`src/rtl/pmt_pkg.sv`:
```
// constants and helpers shared by the pm timer and throttle block
package pmt_pkg;

  // register offsets
  localparam logic [7:0] EVT_CTL_OFS = 8'h00;
  localparam logic [7:0] TMR_OFS = 8'h08;
  localparam logic [7:0] THR_OFS = 8'h10;

  // field positions
  localparam int OVF_FLAG_BIT = 0;
  localparam int OVF_EN_BIT = 8;
  localparam int SCI_SEL_BIT = 9;
  localparam int THR_STS_BIT = 17;
  localparam int DUTY_LSB = 5;
  localparam int DUTY_MSB = 7;
  localparam int CNT_MSB = 23;
  localparam int OVF_BIT = 22;

  // reset values
  localparam logic [23:0] CNT_RST = 24'h000000;
  localparam logic [2:0] DUTY_RST = 3'h0;
  localparam logic [31:0] RDATA_RST = 32'h00000000;

  // timing
  localparam logic [1:0] REF_DIV_LAST = 2'h3;
  localparam logic [9:0] PERIOD_LAST = 10'h3FF;
  localparam int OVF_PERIOD_US = 2343500;

  // stop-clock low clocks within each 1024-clock period
  function automatic logic [9:0] duty_clocks(input logic [2:0] code);
    logic [9:0] n;
    n = 10'h200;
    unique case (code)
      3'h1: n = 10'h380;
      3'h2: n = 10'h300;
      3'h3: n = 10'h280;
      3'h4: n = 10'h200;
      3'h5: n = 10'h180;
      3'h6: n = 10'h100;
      3'h7: n = 10'h080;
      3'h0: n = 10'h200;
    endcase
    return n;
  endfunction

endpackage

```
`src/rtl/pmt_tick_gen.sv`:
```
// divides the 14.31818 MHz reference pulse train by four
`timescale 1ns/1ps
module pmt_tick_gen (
  // clock and reset
  input wire logic clk,
  input wire logic rst_b,
  // reference pulse, one cycle per reference clock
  input wire logic ref_tick,
  // timer tick at a quarter of the reference rate
  output logic timer_tick
);

  logic [1:0] div_reg;

  always_ff @(posedge clk or negedge rst_b) begin
    if (!rst_b) begin
      div_reg <= 2'h0;
    end else if (ref_tick) begin
      div_reg <= div_reg + 2'h1;
    end
  end

  always_ff @(posedge clk or negedge rst_b) begin
    if (!rst_b) begin
      timer_tick <= 1'b0;
    end else begin
      timer_tick <= ref_tick && (div_reg == pmt_pkg::REF_DIV_LAST);
    end
  end

endmodule

```
`src/rtl/pmt_duty_gen.sv`:
```
// stop-clock duty pattern over a 1024 pci clock period
`timescale 1ns/1ps
module pmt_duty_gen (
  // clock and reset
  input wire logic clk,
  input wire logic rst_b,
  // control
  input wire logic pci_tick,
  input wire logic throttle_on,
  input wire logic [2:0] duty_code,
  // stop-clock, low active
  output logic stop_clock_n
);

  logic [9:0] phase_reg;
  logic [9:0] low_len;

  assign low_len = pmt_pkg::duty_clocks(duty_code);

  // restart at phase zero each time throttling begins
  always_ff @(posedge clk or negedge rst_b) begin
    if (!rst_b) begin
      phase_reg <= 10'h000;
    end else if (!throttle_on) begin
      phase_reg <= 10'h000;
    end else if (pci_tick) begin
      phase_reg <= phase_reg + 10'h001;
    end
  end

  always_ff @(posedge clk or negedge rst_b) begin
    if (!rst_b) begin
      stop_clock_n <= 1'b1;
    end else begin
      stop_clock_n <= !(throttle_on && (phase_reg < low_len));
    end
  end

  chk_period_wrap: assert property (@(posedge clk) disable iff (!rst_b)
    throttle_on && pci_tick && phase_reg == pmt_pkg::PERIOD_LAST |=> phase_reg == 10'h000)
    else $error("throttle period did not wrap at 1024");

  chk_low_length: assert property (@(posedge clk) disable iff (!rst_b)
    throttle_on && phase_reg >= low_len |=> stop_clock_n)
    else $error("stop-clock low beyond selected length");

endmodule

```
`src/rtl/pmt_top.sv`:
```
// pm timer with overflow event and thermal throttle control
`timescale 1ns/1ps
module pmt_top (
  // clock and reset
  input wire logic clk,
  input wire logic rst_b,

  // register port
  input wire logic [7:0] reg_addr,
  input wire logic [31:0] reg_wdata,
  input wire logic reg_wr,
  input wire logic reg_rd,
  output logic [31:0] reg_rdata,

  // system reset and clock pulses
  input wire logic pci_bus_reset_n,
  input wire logic ref_tick,
  input wire logic pci_tick,

  // system and processor state
  input wire logic sys_in_s0,
  input wire logic cpu_in_c0,
  input wire logic cpu_in_c2,
  input wire logic thermal_override,
  input wire logic hw_throttle_active,

  // outputs to processor and interrupt logic
  output logic stop_clock_n,
  output logic sci_out,
  output logic system_management_interrupt_n
);

  logic timer_tick;
  logic [23:0] timer_count_value;
  logic [23:0] count_next;
  logic ovf_event;
  logic timer_overflow_flag;
  logic timer_overflow_enable;
  logic sci_select;
  logic [2:0] thermal_duty_code;
  logic duty_locked_reg;
  logic throttle_active_status;
  logic thermal_on;
  logic count_run;
  logic wr_evt;
  logic wr_thr;
  logic ovf_clear;
  logic [31:0] rd_mux;

  // tick source
  pmt_tick_gen u_tick (
    .clk(clk),
    .rst_b(rst_b),
    .ref_tick(ref_tick),
    .timer_tick(timer_tick)
  );

  // address decode
  assign wr_evt = reg_wr && (reg_addr == pmt_pkg::EVT_CTL_OFS);
  assign wr_thr = reg_wr && (reg_addr == pmt_pkg::THR_OFS);

  // running count

  assign count_run = timer_tick && sys_in_s0 && pci_bus_reset_n;
  assign count_next = timer_count_value + 24'h000001;

  // the timer offset has no write path, so writes cannot disturb the count
  always_ff @(posedge clk or negedge rst_b) begin
    if (!rst_b) begin
      timer_count_value <= pmt_pkg::CNT_RST;
    end else if (!pci_bus_reset_n) begin
      timer_count_value <= pmt_pkg::CNT_RST;
    end else if (count_run) begin
      timer_count_value <= count_next;
    end
  end

  // overflow event

  // bit 22 falls once per 2^23 ticks, about 2.3435 s at the tick rate
  assign ovf_event = count_run
    && timer_count_value[pmt_pkg::OVF_BIT]
    && !count_next[pmt_pkg::OVF_BIT];

  assign ovf_clear = wr_evt && reg_wdata[pmt_pkg::OVF_FLAG_BIT];

  // a new event in the clearing cycle keeps the flag set
  always_ff @(posedge clk or negedge rst_b) begin
    if (!rst_b) begin
      timer_overflow_flag <= 1'b0;
    end else if (!pci_bus_reset_n) begin
      timer_overflow_flag <= 1'b0;
    end else begin
      timer_overflow_flag <= ovf_event || (timer_overflow_flag && !ovf_clear);
    end
  end

  // event enables
  always_ff @(posedge clk or negedge rst_b) begin
    if (!rst_b) begin
      timer_overflow_enable <= 1'b0;
      sci_select <= 1'b0;
    end else if (!pci_bus_reset_n) begin
      timer_overflow_enable <= 1'b0;
      sci_select <= 1'b0;
    end else if (wr_evt) begin
      timer_overflow_enable <= reg_wdata[pmt_pkg::OVF_EN_BIT];
      sci_select <= reg_wdata[pmt_pkg::SCI_SEL_BIT];
    end
  end

  // interrupt delivery
  always_ff @(posedge clk or negedge rst_b) begin
    if (!rst_b) begin
      sci_out <= 1'b0;
      system_management_interrupt_n <= 1'b1;
    end else begin
      sci_out <= timer_overflow_flag && timer_overflow_enable && sci_select;
      system_management_interrupt_n <=
        !(timer_overflow_flag && timer_overflow_enable && !sci_select);
    end
  end

  // thermal duty, write-once

  always_ff @(posedge clk or negedge rst_b) begin
    if (!rst_b) begin
      thermal_duty_code <= pmt_pkg::DUTY_RST;
      duty_locked_reg <= 1'b0;
    end else if (!pci_bus_reset_n) begin
      thermal_duty_code <= pmt_pkg::DUTY_RST;
      duty_locked_reg <= 1'b0;
    end else if (wr_thr && !duty_locked_reg) begin
      thermal_duty_code <= reg_wdata[pmt_pkg::DUTY_MSB:pmt_pkg::DUTY_LSB];
      duty_locked_reg <= 1'b1;
    end
  end

  // thermal throttle
  // no software gate: overheating must never be masked off
  assign thermal_on = thermal_override && cpu_in_c0 && !cpu_in_c2;

  pmt_duty_gen u_duty (
    .clk(clk),
    .rst_b(rst_b),
    .pci_tick(pci_tick),
    .throttle_on(thermal_on),
    .duty_code(thermal_duty_code),
    .stop_clock_n(stop_clock_n)
  );

  always_ff @(posedge clk or negedge rst_b) begin
    if (!rst_b) begin
      throttle_active_status <= 1'b0;
    end else begin
      throttle_active_status <= thermal_on || hw_throttle_active;
    end
  end

  // read path

  always_comb begin
    rd_mux = pmt_pkg::RDATA_RST;
    unique case (reg_addr)
      pmt_pkg::TMR_OFS: begin
        rd_mux[pmt_pkg::CNT_MSB:0] = timer_count_value;
      end
      pmt_pkg::THR_OFS: begin
        rd_mux[pmt_pkg::THR_STS_BIT] = throttle_active_status;
        rd_mux[pmt_pkg::DUTY_MSB:pmt_pkg::DUTY_LSB] = thermal_duty_code;
      end
      pmt_pkg::EVT_CTL_OFS: begin
        rd_mux[pmt_pkg::OVF_FLAG_BIT] = timer_overflow_flag;
        rd_mux[pmt_pkg::OVF_EN_BIT] = timer_overflow_enable;
        rd_mux[pmt_pkg::SCI_SEL_BIT] = sci_select;
      end
      default: begin
        rd_mux = pmt_pkg::RDATA_RST;
      end
    endcase
  end

  // data stand only in the cycle after the strobe
  always_ff @(posedge clk or negedge rst_b) begin
    if (!rst_b) begin
      reg_rdata <= pmt_pkg::RDATA_RST;
    end else if (reg_rd) begin
      reg_rdata <= rd_mux;
    end else begin
      reg_rdata <= pmt_pkg::RDATA_RST;
    end
  end

  // checks

  chk_count_clear: assert property (@(posedge clk) disable iff (!rst_b)
    !pci_bus_reset_n |=> timer_count_value == 24'h000000)
    else $error("count not cleared under pci reset");

  chk_count_step: assert property (@(posedge clk) disable iff (!rst_b)
    timer_tick && sys_in_s0 && pci_bus_reset_n
    |=> timer_count_value == $past(timer_count_value) + 24'h000001)
    else $error("count did not step on tick");

  chk_count_hold: assert property (@(posedge clk) disable iff (!rst_b)
    pci_bus_reset_n && !(timer_tick && sys_in_s0) |=> $stable(timer_count_value))
    else $error("count moved without tick in S0");

  chk_write_ignore: assert property (@(posedge clk) disable iff (!rst_b)
    reg_wr && reg_addr == pmt_pkg::TMR_OFS && !timer_tick && pci_bus_reset_n
    |=> $stable(timer_count_value) && $stable(timer_overflow_flag))
    else $error("timer write changed state");

  chk_ovf_set: assert property (@(posedge clk) disable iff (!rst_b)
    count_run && timer_count_value[22:0] == 23'h7FFFFF
    |=> timer_overflow_flag)
    else $error("bit 22 fall did not set flag");

  chk_ovf_sticky: assert property (@(posedge clk) disable iff (!rst_b)
    timer_overflow_flag && pci_bus_reset_n && !ovf_clear |=> timer_overflow_flag)
    else $error("overflow flag dropped without clear");

  chk_sci_raise: assert property (@(posedge clk) disable iff (!rst_b)
    timer_overflow_flag && timer_overflow_enable && sci_select |=> sci_out)
    else $error("sci not raised");

  chk_smi_route: assert property (@(posedge clk) disable iff (!rst_b)
    timer_overflow_flag && timer_overflow_enable && !sci_select
    |=> !system_management_interrupt_n && !sci_out)
    else $error("smi routing wrong");

  chk_duty_lock: assert property (@(posedge clk) disable iff (!rst_b)
    duty_locked_reg && pci_bus_reset_n |=> $stable(thermal_duty_code))
    else $error("locked duty field changed");

  chk_no_throttle: assert property (@(posedge clk) disable iff (!rst_b)
    !(thermal_override && cpu_in_c0 && !cpu_in_c2) |=> stop_clock_n)
    else $error("stop-clock asserted outside C0 override");

  chk_status_bit: assert property (@(posedge clk) disable iff (!rst_b)
    reg_rd && reg_addr == pmt_pkg::THR_OFS && throttle_active_status
    |=> reg_rdata[17])
    else $error("throttle status not read back");

  chk_reserved_zero: assert property (@(posedge clk) disable iff (!rst_b)
    reg_rd && reg_addr == pmt_pkg::TMR_OFS |=> reg_rdata[31:24] == 8'h00)
    else $error("reserved timer bits not zero");

  chk_count_read: assert property (@(posedge clk) disable iff (!rst_b)
    reg_rd && reg_addr == pmt_pkg::TMR_OFS |=> reg_rdata[23:0] == $past(timer_count_value))
    else $error("timer read data wrong");

  chk_rdata_idle: assert property (@(posedge clk) disable iff (!rst_b)
    !reg_rd |=> reg_rdata == 32'h00000000)
    else $error("read data outside read cycle");

  chk_tick_rate: assert property (@(posedge clk) disable iff (!rst_b)
    timer_tick |=> !timer_tick [*3])
    else $error("timer tick faster than a quarter of reference");

  chk_ovf_only: assert property (@(posedge clk) disable iff (!rst_b)
    !timer_overflow_flag && !ovf_event |=> !timer_overflow_flag)
    else $error("overflow flag set without bit 22 fall");

  chk_flag_pci_reset: assert property (@(posedge clk) disable iff (!rst_b)
    !pci_bus_reset_n |=> !timer_overflow_flag && !timer_overflow_enable && !sci_select)
    else $error("event state not cleared by pci reset");

  chk_ovf_clear: assert property (@(posedge clk) disable iff (!rst_b)
    pci_bus_reset_n && ovf_clear && !ovf_event |=> !timer_overflow_flag)
    else $error("overflow flag not cleared by write");

  chk_irq_quiet: assert property (@(posedge clk) disable iff (!rst_b)
    !(timer_overflow_flag && timer_overflow_enable) |=> !sci_out && system_management_interrupt_n)
    else $error("interrupt without enabled flag");

  chk_evt_readback: assert property (@(posedge clk) disable iff (!rst_b)
    reg_rd && reg_addr == pmt_pkg::EVT_CTL_OFS
    |=> reg_rdata[9] == $past(sci_select) && reg_rdata[8] == $past(timer_overflow_enable))
    else $error("event control read back wrong");

  chk_duty_first: assert property (@(posedge clk) disable iff (!rst_b)
    wr_thr && !duty_locked_reg && pci_bus_reset_n
    |=> duty_locked_reg && thermal_duty_code == $past(reg_wdata[7:5]))
    else $error("first duty write not taken");

  chk_duty_default: assert property (@(posedge clk) disable iff (!rst_b)
    !pci_bus_reset_n |=> thermal_duty_code == 3'h0 && !duty_locked_reg)
    else $error("duty field not reset by pci reset");

  chk_duty_read: assert property (@(posedge clk) disable iff (!rst_b)
    reg_rd && reg_addr == pmt_pkg::THR_OFS |=> reg_rdata[7:5] == $past(thermal_duty_code))
    else $error("duty field read back wrong");

  chk_thr_reserved: assert property (@(posedge clk) disable iff (!rst_b)
    reg_rd && reg_addr == pmt_pkg::THR_OFS
    |=> reg_rdata[31:18] == 14'h0 && reg_rdata[16:8] == 9'h0 && reg_rdata[4:0] == 5'h0)
    else $error("reserved throttle bits not zero");

  chk_status_set: assert property (@(posedge clk) disable iff (!rst_b)
    (thermal_on || hw_throttle_active) |=> throttle_active_status)
    else $error("throttle status not set");

  chk_status_clear: assert property (@(posedge clk) disable iff (!rst_b)
    !thermal_on && !hw_throttle_active |=> !throttle_active_status)
    else $error("throttle status set while running at full speed");

  chk_throttle_start: assert property (@(posedge clk) disable iff (!rst_b)
    $rose(thermal_on) |=> !stop_clock_n)
    else $error("throttling did not start on override");

  cov_overflow: cover property (@(posedge clk) disable iff (!rst_b)
    ovf_event ##1 timer_overflow_flag);

  cov_duty_lock: cover property (@(posedge clk) disable iff (!rst_b)
    duty_locked_reg && wr_thr);

  cov_throttle: cover property (@(posedge clk) disable iff (!rst_b)
    thermal_on ##1 !stop_clock_n);

  cov_sci: cover property (@(posedge clk) disable iff (!rst_b)
    $rose(sci_out));

  cov_smi: cover property (@(posedge clk) disable iff (!rst_b)
    $fell(system_management_interrupt_n));

endmodule

```
`config.mk`:
```
export PLATFORM = sky130hd
export DESIGN_NAME = pmt_top
export DESIGN_NICKNAME = d
export VERILOG_FILES = /design/src/rtl/pmt_pkg.sv /design/src/rtl/pmt_tick_gen.sv /design/src/rtl/pmt_duty_gen.sv /design/src/rtl/pmt_top.sv
export SDC_FILE = /design/constraint.sdc
export NUM_CORES = 1
export LEC_CHECK = 0
export BUFFER_PORTS_ARGS = -buffer_cell sky130_fd_sc_hd__buf_2
export CORE_MARGIN = 8
export CORE_UTILIZATION = 50
export CTS_BUF_LIST = sky130_fd_sc_hd__clkbuf_8
export CTS_CLUSTER_SIZE = 40
export DETAILED_ROUTE_END_ITERATION = 8
export PLACE_DENSITY = 0.86
export SLEW_MARGIN = 20
export SYNTH_ARGS = -nofsm -noshare
export SYNTH_HDL_FRONTEND = slang
export SYNTH_HIERARCHICAL = 1
export SYNTH_SLANG_ARGS = --single-unit
export TNS_END_PERCENT = 50
```
`constraint.sdc`:
```
create_clock -name clk -period 2.5 [get_ports clk]
set_clock_uncertainty 0.1 [all_clocks]
set_input_delay 0.25 -clock clk [delete_from_list [all_inputs] [get_ports clk]]
set_output_delay 0.25 -clock clk [all_outputs]
set_load 0.005 [all_outputs]
```
## After elaboration in Yosys (flattened, before gate mapping)

Memory sizes are Yosys's and may differ from the RTL's.
Cells that the tools add are included.

| word-level totals | value |
|---|---|
| bits in registers | 80 |
| memory bits (read-only) | 24 |
| input bits | 52 |
| output and inout bits | 35 |
| word-level logic and storage cells | 73 |
| memories | 1 |

| cells by class | value |
|---|---|
| add/subtract/negate cells | 3 |
| $lt $le $gt $ge | 1 |
| equal/unequal tests | 7 |
| muxes and demuxes | 21 |
| reductions and logical operators | 26 |

Memories:

| memory | depth | bits a word | read ports | clocked after Yosys merged registers in | wr ports | line | RTL |
|---|---|---|---|---|---|---|---|
| (no name shown) | 8 | 3 | 1 | 0 | 0 | pmt_pkg.sv:33 | `unique case (code)` |

Operators with widths:

| cell | count |
|---|---|
| $mux 24 | 3 |
| $add 24x1->24 const B | 1 |
| $mux 10 | 2 |
| $logic_and 1x1->1 | 16 |
| $add 10x1->10 const B | 1 |
| $lt 10x10->1 | 1 |
| $eq 8x4->1 const B | 1 |
| $eq 8x5->1 const B | 1 |
| $logic_not 8->1 | 1 |
| $logic_not 1->1 | 7 |
| $mux 1 | 7 |
| $mux 7 | 1 |
| $mux 3 | 2 |
| $mux 6 | 1 |
| $ne 2x1->1 const B | 3 |
| $pmux 3 s2 | 1 |
| $mux 4 | 1 |
| $pmux 1 s2 | 2 |
| $pmux 2 s2 | 1 |
| $add 2x1->2 const B | 1 |
| $eq 2x2->1 const B | 1 |
| $logic_or 1x1->1 | 2 |
| $ne 2x2->1 const B | 1 |

## Logic depth before layout (Yosys ltp)

Gate-level depths: netlist (run 1).

| logic depth | value |
|---|---|
| depth after elaboration | 7 |
| depth in mapped cells | 7 |
| mapped depth without buffers | 6 |

## Cells and area by module

Netlist (run 1), hierarchy kept.

Modules (own cells, without submodules):

| module | instances | cells each | area an instance (sq um) | seq. area each (sq um) |
|---|---|---|---|---|
| pmt_top | 1 | 234 | 2,555.0 | 1,452.6 |
| pmt_duty_gen | 1 | 59 | 600.6 | 276.5 |
| pmt_tick_gen | 1 | 7 | 118.9 | 75.1 |

## Worst setup path after synthesis (run 1)

No wires, ideal clock.

| timing path | value |
|---|---|
| path type | reg2reg |
| start | register timer_count_value[0] |
| end | register timer_count_value[20] |
| setup time | 0.078 ns |
| arrival | 1.723 ns |
| required time | 2.322 ns |
| setup slack | 0.599 ns |
| stages on the path, launching flop included | 8 |
| clock period less this slack | 1.901 ns |
| cell sequence | dfrtp_1 -> ha_1 -> and4_1 -> clkbuf_1 -> nand2_1 -> clkbuf_1 -> or4_1 -> a21oi_1 |

| on the way | value |
|---|---|
| cells in the longest elaborated chain, start to end | 3 |

RTL lines:

| item | line | RTL |
|---|---|---|
| start: declaration | pmt_top.sv:34 | `logic [23:0] timer_count_value;` |
| start signal: assignment | pmt_top.sv:70 | `timer_count_value <= pmt_pkg::CNT_RST;` |
| start signal: assignment | pmt_top.sv:72 | `timer_count_value <= pmt_pkg::CNT_RST;` |
| start signal: assignment | pmt_top.sv:74 | `timer_count_value <= count_next;` |
| $add 24x1->24 | pmt_top.sv:65 | `assign count_next = timer_count_value + 24'h000001;` |
| $mux 24 | pmt_top.sv:73 | `end else if (count_run) begin` |
| $mux 24 | pmt_top.sv:71 | `end else if (!pci_bus_reset_n) begin` |

Every way passes these cells. The select of a mux whose other input is x is not followed.
A chain may end at the register's enable or synchronous reset.

## Worst setup path in the final report (run 1)

| timing path | value |
|---|---|
| start | register timer_count_value[0] |
| end | register timer_count_value[18] |

Same word-level chain as after synthesis.

==> run summary, run 1 <==
The number of synthesized flops with an enable pin is 0. The overall die width is 96.93 um, and the clock slew at the register clock pins of the worst setup and hold paths is 80 ps. At the end of routability-driven placement, the weighted congestion stood at 0.7686.

The H-tree generated during clock tree synthesis spans 3 levels. The HPWL after detailed placement is 4892 um. The pre-antenna-repair detailed-routing pass consisted of 4 iterations.

The startpoint-to-endpoint class of the critical path is flop to flop. For the worst-skew pair, the clock arrives at the later sink with an insertion delay of 340 ps. Starting density of the core: 0.5157.

After detailed placement, the total cell area comes to 3581 um^2. The area share of the largest cell type after synthesis was 0.5350; the share of cells above drive strength 1 was 0.2361. Startpoint kind of the worst setup timing path: a flop. The count of buffers added on input and output ports is 52. After clock tree synthesis, the setup repair step added 0 buffers. The via count of the first global-routing pass is 2542. Slowest stage cell on the critical path: or4_1.

With fillers left out, the area of the finished cells amounts to 3821 um^2. The routed length per instance works out to 16.17 um. After global routing the overflow that remains totals 0. The total DRC errors in the routed layout was 0. The cell type with the largest total area after synthesis was dfrtp_1.

Ranked by total cell area, the synthesized netlist is headed by dfrtp_1, xor2_1, and2_1. The die is 96.93 um tall. The most used flip-flop cell after synthesis is dfrtp_1. Using the TritonRoute via totals, the vias-per-cell ratio works out to 5.776.

The internal cell power was 1.866 mW; the maximum fanout along the worst path was 11. Final critical-path required period: 2108 ps. The final layout contains routed wiring with a total length of 7067 um. The maximum operating frequency was 474.4 MHz.

Power spread over the standard cell area amounts to 626.7 nW/um^2. The clock group share of total power is 0.436, and the largest stage delay on the critical path is 540 ps. The analysis attributes to net switching a power of 0.5290 mW.

Max-cap violations in this run came to 0. The sequential share of power was 0.507. For the worst setup path, the data required time is 2670 ps.

Synthesis instantiated 49 different standard cells from the library. The run gives 0.1559 as the global-route usage over all layers. The tools report the aggregate negative setup slack as 0 ps. Summing every instance area after synthesis gives 3274 um^2.

The final period utilization is 0.8432. The hold violation count in the final report came out at 0. Yosys instantiated no cell more often than dfrtp_1. Path category of the worst min-delay check: primary input to flop. The leakage dissipation is 1.802 nW. Entering global routing, the biggest net connects 73 pins. Yosys printed 6 warnings.

Setup violations remaining at the end of the flow were counted as 0. CTS saw 72 sinks. The die area is 9394 um^2. Initial antenna violation count: 0. The final layout contains 413 nets. Setup repair after global routing left no endpoint under its margin.

The post-synthesis sequential element count is 72, and the maximum vdd ir drop is 0.3900 mV. The portion of total power attributed to combinational logic came out at 0.057. Counting instances in the post-synthesis netlist gives the leading cell types as dfrtp_1, nor2_1, a21oi_1.

The run finished with clean final reports. The tools report the cell at the root of the clock tree as clkbuf_8. For the standard-cell row count, the log shows 29.

The share of async-settable or async-resettable flops after synthesis was 1.000. The number of filler cells placed in the layout came out at 493. STA classifies the critical path endpoint as a flop. The total area inside the core boundary comes to 6350 um^2.

The signal on the critical path passes through ha_1 > and4_1 > nand2_1 > or4_1 > a21oi_1. The mean cell area of the mapped netlist was 10.91 um^2; the count of pins on the block boundary was 87. The footprint of the multi-input gates was 1355 um^2.

The first global-routing pass estimated 12200 um of wire. The number of DRC markers in iteration 0 was 160; the number of pins with negative max-slew slack in the final report was 0. Counting along the longest clock path gives a buffer depth of 2. TritonCTS built the clock tree. The detail route stage leaves a number of antenna-violating nets equal to 0. The via count of the routed design was 2524; the share of the yosys chip area belonging to registers was 0.5510. The endpoint arrival time on the critical path is 2280 ps, and the area overhead of the layout relative to synthesis is 16.70%. Synthesis produced a netlist whose cell count is 300. The switching part of the total power is 0.2209, and the antenna diode count is 0. In the final layout, flip-flops and latches occupy 1804 um^2. Counting the buffers created by CTS gives 9.
path summary, 6_finish.rpt:
kind                            cells after the start                     end            startpoint  slack, ps
worst max-delay path                                5   timer_count_value[18]  timer_count_value[0]        390
worst min-delay path                                2  throttle_active_status    hw_throttle_active         10
worst max register to register                      5   timer_count_value[18]  timer_count_value[0]        390
worst min register to register                      1       u_tick/div_reg[0]     u_tick/div_reg[0]        380
max in group asynchronous                           3     u_duty/stop_clock_n                 rst_b       1610
min in group asynchronous                           3     u_duty/phase_reg[0]                 rst_b        350
kinds of logic after synthesis:
| kind of cell | count (synthesis) | share of synthesized area |
|---|---|---|
| AND/OR/NAND/NOR | 126 | 0.2285 |
| flip-flops | 72 | 0.5510 |
| AO/OA/AOI/OAI | 44 | 0.08445 |
| buffers and inverters | 27 | 0.04318 |
| XOR/XNOR | 16 | 0.04280 |
| multiplexers | 8 | 0.02598 |
| adder cells (fa/ha/maj) | 6 | 0.02293 |
| other | 1 | 0.001145 |
area by class of cell:
class,count,area share
clock buffer,11,0.03962
clock inverter,5,0.02063
inverter,8,0.007859
multi-input combinational,208,0.3546
sequential,72,0.4722
tap,77,0.02521
timing repair buffer,56,0.07990
placed cells by master, fill, tap and decap left out, types with 3 or more instances in the layout:
cell type   n
or3_1       3
o31ai_1    10
xor2_1     12
buf_2      52
or4_1      10
conb_1      8
nor3_1      4
clkbuf_8   11
and2_1     16
xnor2_1     4
a21oi_1    17
nor4_1      3
mux2i_1     7
and4_1      3
nor2_1     22
o21ai_0     9
ha_1        6
inv_1       6
nand3_1    16
dfrtp_1    70
nand2_1    16
nand4_1    10
a32o_1      4
and3_1      4
layer usage:
metal / routed length, um / track usage / vias up
li1: - / - / 1174
met1: 2904 / 0.1757 / 1258
met2: 3590 / 0.2599 / 84
met3: 477 / 0.05192 / 8
met4: 94 / 0.07337 / 0
met5: 0 / 0 / -
through the flow:
| step | setup WS (ps) | power [mW] | instances | utilization | hold WS (ps) |
|---|---|---|---|---|---|
| after detailed placement | 451.5 | 1.374 | 420 | 0.5639 | 200.7 |
| final | 392.0 | 2.395 | 437 | 0.6018 | 12.05 |
| after global placement | 515.4 | 1.361 | 420 | 0.5639 | 199.6 |
| after floorplan | 598.9 | 1.311 | 307 | - | -145.6 |
| after CTS | 420.8 | 2.411 | 437 | 0.6018 | 4.055 |
| after global routing | 236.5 | 2.490 | 437 | 0.6018 | 13.85 |
what timing repair did:
item | 4_1_cts | 5_1_grt
gates resized for setup | 0 | 0
hold endpoints to repair | 70 | 0
hold buffers | 1 | 0
setup endpoints to repair | 0 | 0
power by group through the flow:
stage	Clock [mW]	Sequential (mW)	Combinational, mW
floorplan	0	1.23	0.0817
global placement	0	1.23	0.128
detailed placement	0	1.23	0.139
CTS	1.06	1.21	0.140
global route	1.12	1.22	0.157
finish	1.04	1.21	0.137
worst max-delay path, delay by kind of cell (launching register included):
family / cells / cell delay (ps)
simple gates: 3 / 1120
compound gates: 1 / 150
flops: 1 / 460
fa+ha+maj: 1 / 200
No activity file was read; power rests on OpenSTA's default activity.
==> inputs of run 2 (changes only) <==
Clock period 2.5 ns to 2.2 ns, I/O delays scaled along.
==> run summary, run 2 (synthesized netlist as in run 1, its figures left out) <==
The tools report the kind of capture point of the worst setup path as a flop. Cell internal power was estimated by the tool at 2.181 mW. The floorplan step set the die width to 96.93 um.

The final period utilization is 0.8808, and the count of antenna-violating nets left after detailed routing is 0. Dividing total power by cell area gives a power density of 720.8 nW/um^2. The total DRC errors in the routed layout was 0; the hold violation count in the final report was 0.

The critical path in this run is classified as flop to flop. Setup repair after global routing left no endpoint under its margin. Among all stages on the critical path, the largest delay is contributed by or4_1. The detailed router put a total of 3020 um of wire on met1. Subtracting the final worst setup slack from the clock period gives 1938 ps. STA classifies the critical path startpoint as a flop. The finished layout cell area was 3871 um^2; the worst-skew pair later-pin latency was 350 ps. The via count of the first global-routing pass was 2572; the maximum fanout along the worst path was 17. The portion of total power attributed to combinational logic came out at 0.058. Buffers placed on the I/O ports in this run total 52.

Data on the critical path is required at its endpoint by 2370 ps. Row generation in the floorplan step produced 29 rows. The number of clock sinks was 72. For the maximum buffer depth of the clock tree, the log shows 2. The run gives 0.447 as the clock group share of total power.

The tools report the number of pins with negative max-slew slack in the final report as 0. For the number of DRC markers in iteration 0, the log shows 186. The most common cell after layout, fill and taps aside is dfrtp_1. Initial antenna violation count: 0.

After legalization and detailed placement, the total HPWL measured 4915 um. The signal on the critical path passes through and4_1 > nand4_1 > buf_4 > or4_1 > a21oi_1. The tools report the total met3 wirelength after detailed routing as 406 um.

Summed over all nets, the switching power comes to 0.6095 mW. Entering global routing, the biggest net connects 47 pins. In this run the standard cell core region covers 6350 um^2. Leaving out fill and tap cells, the most frequent cells in the layout are dfrtp_1, buf_2, nor2_1. The run gives 2.790 mW as the total power. The switching part of the total power is 0.2184.

The first global-routing pass estimated 11990 um of wire. The run finished with clean final reports. The cell at the root of the clock tree is clkbuf_8. 0 antenna diodes ended up in the layout. In this run the top signal layer used is met4.

For the number of violations of the max-capacitance limit, the log shows 0. Static timing analysis puts the maximum clock frequency at 516.1 MHz. The count of instances resized after the clock tree is built was 0. Using the TritonRoute via totals, the vias-per-cell ratio works out to 5.709. The worst-case IR drop observed on VDD is 0.4713 mV. Compared with the post-synthesis result, the final layout area differs by 18.23%. Sequential share of power: 0.495. The count of pins on the block boundary is 87. The share of cells above drive strength 1 was 0.2432.

TritonCTS built the clock tree. The worst slew slack as a fraction of its limit was 0.6306. The die area is 9394 um^2, and the leakage dissipation is 1.822 nW. The net count of the finished layout is 419. Summing all placed instances gives a cell area of 3598 um^2.

The maximum level of the CTS H-tree came out at 3. After routing, the total negative slack on setup checks comes to 0 ps. Path category of the worst min-delay check: primary input to flop. The starting density of the core was 0.5157; the total grt overflow was 0.

For the worst setup path, the data arrival time is 2110 ps. Clock tree synthesis inserted a total of 9 buffers. Total of endpoints with negative setup slack in the final report: 0. The via count of the routed design was 2529; the largest stage delay on the critical path was 510 ps.

The logs give 3472 um for the routed length on met2 and 7088 um for the total wirelength of the detailed-routed design. The die span in y works out to 96.93 um. The logs give 0.1535 for the global-route usage over all layers and 3 for the hold buffer count at CTS. After clock tree synthesis, the clock-pin slew on the worst setup and hold paths is 80 ps.

The first detailed-routing pass ran for 4 iterations. The routed length per instance was 16.00 um; the transition time of the tightest slew-check pin was 554.0 ps. For the number of buffers added for setup after CTS, the log shows 0. For the placer congestion estimate, the log shows 0.7849.
-- run 2: cell type report --
cell class,instances,area (um^2)
inverters,8,30.03
repair buffers,62,342.8
flip-flops and latches,72,1804
well taps,77,96.34
clock buffers,9,123.9
multi-input cells,208,1355
fillers,483,2479
clock inverters,7,118.9
-- run 2: worst max-delay path, delay by kind of cell, from the launching register on --
kind            cells  cell delay (ps)
buf+inv             1              200
compound gates      1              170
flops               1              470
simple gates        3              900
-- run 2: power by group through the flow --
stage          sequential, mW  combinational [mW]  clock, mW
6_report                 1.38               0.163       1.25
3_3_place_gp             1.40               0.148          0
2_1_floorplan            1.40              0.0928          0
3_5_place_dp             1.40               0.162          0
4_1_cts                  1.38               0.165       1.26
5_1_grt                  1.38               0.188       1.31
-- run 2: through the flow --
step | worst slack, ps | util | hold slack [ps] | std cells
floorplan | 298.9 | - | -175.6 | 307
global placement | 347.2 | 0.5667 | 142.0 | 424
detailed placement | 270.7 | 0.5667 | 142.8 | 424
CTS | 255.6 | 0.6097 | 2.237 | 443
global route | 119.7 | 0.6097 | 30.15 | 443
finish | 262.3 | 0.6097 | 8.767 | 443
-- run 2: final timing paths --
check                                     start  depth (start not counted)  slack (ps)                             to
setup / recovery           timer_count_value[8]                          5         260          timer_count_value[23]
hold / removal                      reg_addr[4]                          2           9                   reg_rdata[0]
setup reg to reg           timer_count_value[8]                          5         260          timer_count_value[23]
hold reg to reg               u_tick/div_reg[0]                          1         370              u_tick/div_reg[0]
max in group asynchronous                 rst_b                          3        1220  system_management_interrupt_n
min in group asynchronous                 rst_b                          3         310                   reg_rdata[1]
-- run 2: metal layers --
metal | global-route usage | vias to the layer above
met2 | 0.2474 | 80
met5 | 0 | -
met1 | 0.1795 | 1246
li1 | - | 1184
met3 | 0.04267 | 19
met4 | 0.08757 | 0
==> inputs of run 3 (changes only) <==
Settings changed: CORE_ASPECT_RATIO set to 0.7, PLACE_DENSITY 0.86 to 0.76.
==> run summary, run 3 (synthesized netlist as in run 1, its figures left out) <==
The run finished with clean final reports. In the layout the commonest cells are dfrtp_1, buf_2, nor2_1. The global-route track usage on met2 came out at 0.2254.

The count of buffers from port buffering works out to 52. The logs give 0.1521 for the global-route usage over all layers and 4 for the number of optimization iterations in the first detailed-route pass. For this run, design rule violations remaining after detail routing come to 0. For this run the aggregate overflow at the end of global routing stands at 0. Clock-pin slew was measured on the worst setup and hold paths at 70 ps. The clock passes through at most 2 buffers. Share of cells above drive strength 1: 0.2459. The fraction of met1 tracks used by global routing was 0.1903.

From left edge to right edge, the die measures 112.7 um. The run gives 0 as the number of pins with negative max-slew slack in the final report. Across all layers, the routed design uses 2457 vias. Entering global routing, the biggest net connects 48 pins. Measured along the y axis, the die boundary spans 83.71 um. The worst slew slack as a fraction of its limit is 0.6191, and the worst-skew pair later-pin latency is 340 ps.

The maximum level of the CTS H-tree was 3; the final instance count without filler cells was 444. Based on the critical path, the design can be clocked at up to 513.1 MHz. The critical path data required time came out at 2370 ps. The initial antenna violation count was 0; the number of violations of the max-capacitance limit was 0. In this run the count of I/O pins placed on the die edge is 87. For the wire length of the first global-routing pass, the log shows 11620 um. The maximum vdd ir drop is 0.3929 mV.

Data arrives at the worst endpoint at 2120 ps. For this design the static power due to leakage is 1.809 nW. The final critical-path required period works out to 1949 ps. The startpoint kind of the worst setup timing path is a flop. The met3 track demand over resource in global routing was 0.06286; the starting density of the core was 0.5217.

The antenna diode count was 0. The first routing iteration left 149 violations. The most congested layer reported by global routing is met2. In the final design database the tool counted 419 nets.

The tools report the kind of capture point of the worst setup path as a flop. After detailed placement, the design holds a cell count of 425. The via count of the first global-routing pass was 2463. The final layout contains routed wiring with a total length of 6924 um.

In this run the worst path has a maximum fanout of 11. For the pin with the worst max-slew slack, the measured transition is 571.4 ps. CTS saw 72 sinks.

The area overhead of the layout relative to synthesis was 17.31%. By startpoint and endpoint, the worst setup path is classified as flop to flop. Die area: 9436 um^2. The power per cell area is 674.0 nW/um^2, and the total of endpoints with negative setup slack in the final report is 0. Routability-driven placement finished with a final weighted congestion of 0.8191.

Setup repair after global routing left no endpoint under its margin. In this run the remaining antenna-violating nets after routing total 0. After floorplanning, the core was sized to cover 6276 um^2.

The hold violation count in the final report is 0. TritonCTS built the clock tree. The root buffer cell chosen for the clock tree is clkbuf_8. For the standard-cell row count, the log shows 24.

Buffers inserted during clock tree synthesis total 9. The count of instances resized after the clock tree is built is 0, and the detailed-placement wirelength estimate is 4909 um. The number of vias per cell after detailed routing works out to 5.534.

Leaving out fill and tap cells, the most frequent cell in the layout is dfrtp_1. Path category of the worst min-delay check: primary input to flop. The aggregate negative setup slack was 0 ps; the final period utilization was 0.8860. Dividing the detail-routed wire length by the instance count gives 15.59 um.
run 3: cell count changes in the layout (fill, tap and decap cells not counted):
cell,delta
clkinv_2,+1
nor3b_2,+1
inv_6,-1
bufinv_16,-2
nor3b_1,-1
clkbuf_8,+2
run 3: final timing paths:
check / startpoint / endpoint / slack [ps] / cells after the start
setup / recovery: timer_count_value[0] / timer_count_value[22] / 250 / 5
hold reg to reg: u_tick/div_reg[0] / u_tick/div_reg[0] / 390 / 1
min in group asynchronous: rst_b / u_duty/phase_reg[0] / 110 / 2
setup reg to reg: timer_count_value[0] / timer_count_value[22] / 250 / 5
max in group asynchronous: rst_b / system_management_interrupt_n / 1130 / 3
hold / removal: reg_addr[4] / reg_rdata[0] / 20 / 2
run 3: area by class of cell:
| cell class | instances | area [um^2] |
|---|---|---|
| inverter | 8 | 30.03 |
| timing repair buffer | 62 | 342.8 |
| sequential | 72 | 1804 |
| clock buffer | 11 | 151.4 |
| fill | 516 | 2435 |
| multi-input combinational | 208 | 1360 |
| tap | 78 | 97.59 |
| clock inverter | 5 | 55.05 |
run 3: metrics by stage:
stage	power [mW]	hold slack (ps)	utilization	setup WS, ps	area [um^2]
finish	2.589	21.08	0.6120	250.9	3841
global route	2.704	23.06	0.6120	113.6	3841
CTS	2.617	7.522	0.6120	270.9	3841
detailed placement	1.562	-65.98	0.5744	294.5	3605
global placement	1.552	-66.38	0.5744	329.7	3605
floorplan	1.490	-175.6	-	298.9	3301
run 3: worst max-delay path, stage by stage, from the launching register on:
cell and delay [ps]:
dfrtp_1 450, ha_1 200, and4_1 210, nand2_1 230, or4_1 540, a21oi_1 150
run 3: repair_timing:
item / in CTS / in global routing
hold buffers: 3 / 0
hold endpoints to repair: 72 / 0
buffers inserted: 0 / 0
run 3: where the power goes:
part | switching [mW] | internal (mW) | leakage, nW | total [mW]
logic | 0.0881 | 0.0709 | 0.716 | 0.159
registers | 0.0255 | 1.35 | 0.991 | 1.38
clock network | 0.470 | 0.581 | 0.101 | 1.05
run 3: layer usage:
metal | routed length, um | share of wire | vias to the layer above
li1 | - | - | 1183
met1 | 3168 | 0.46 | 1186
met2 | 3050 | 0.44 | 78
met3 | 604 | 0.087 | 10
met4 | 100 | 0.014 | 0
met5 | 0 | 0 | -
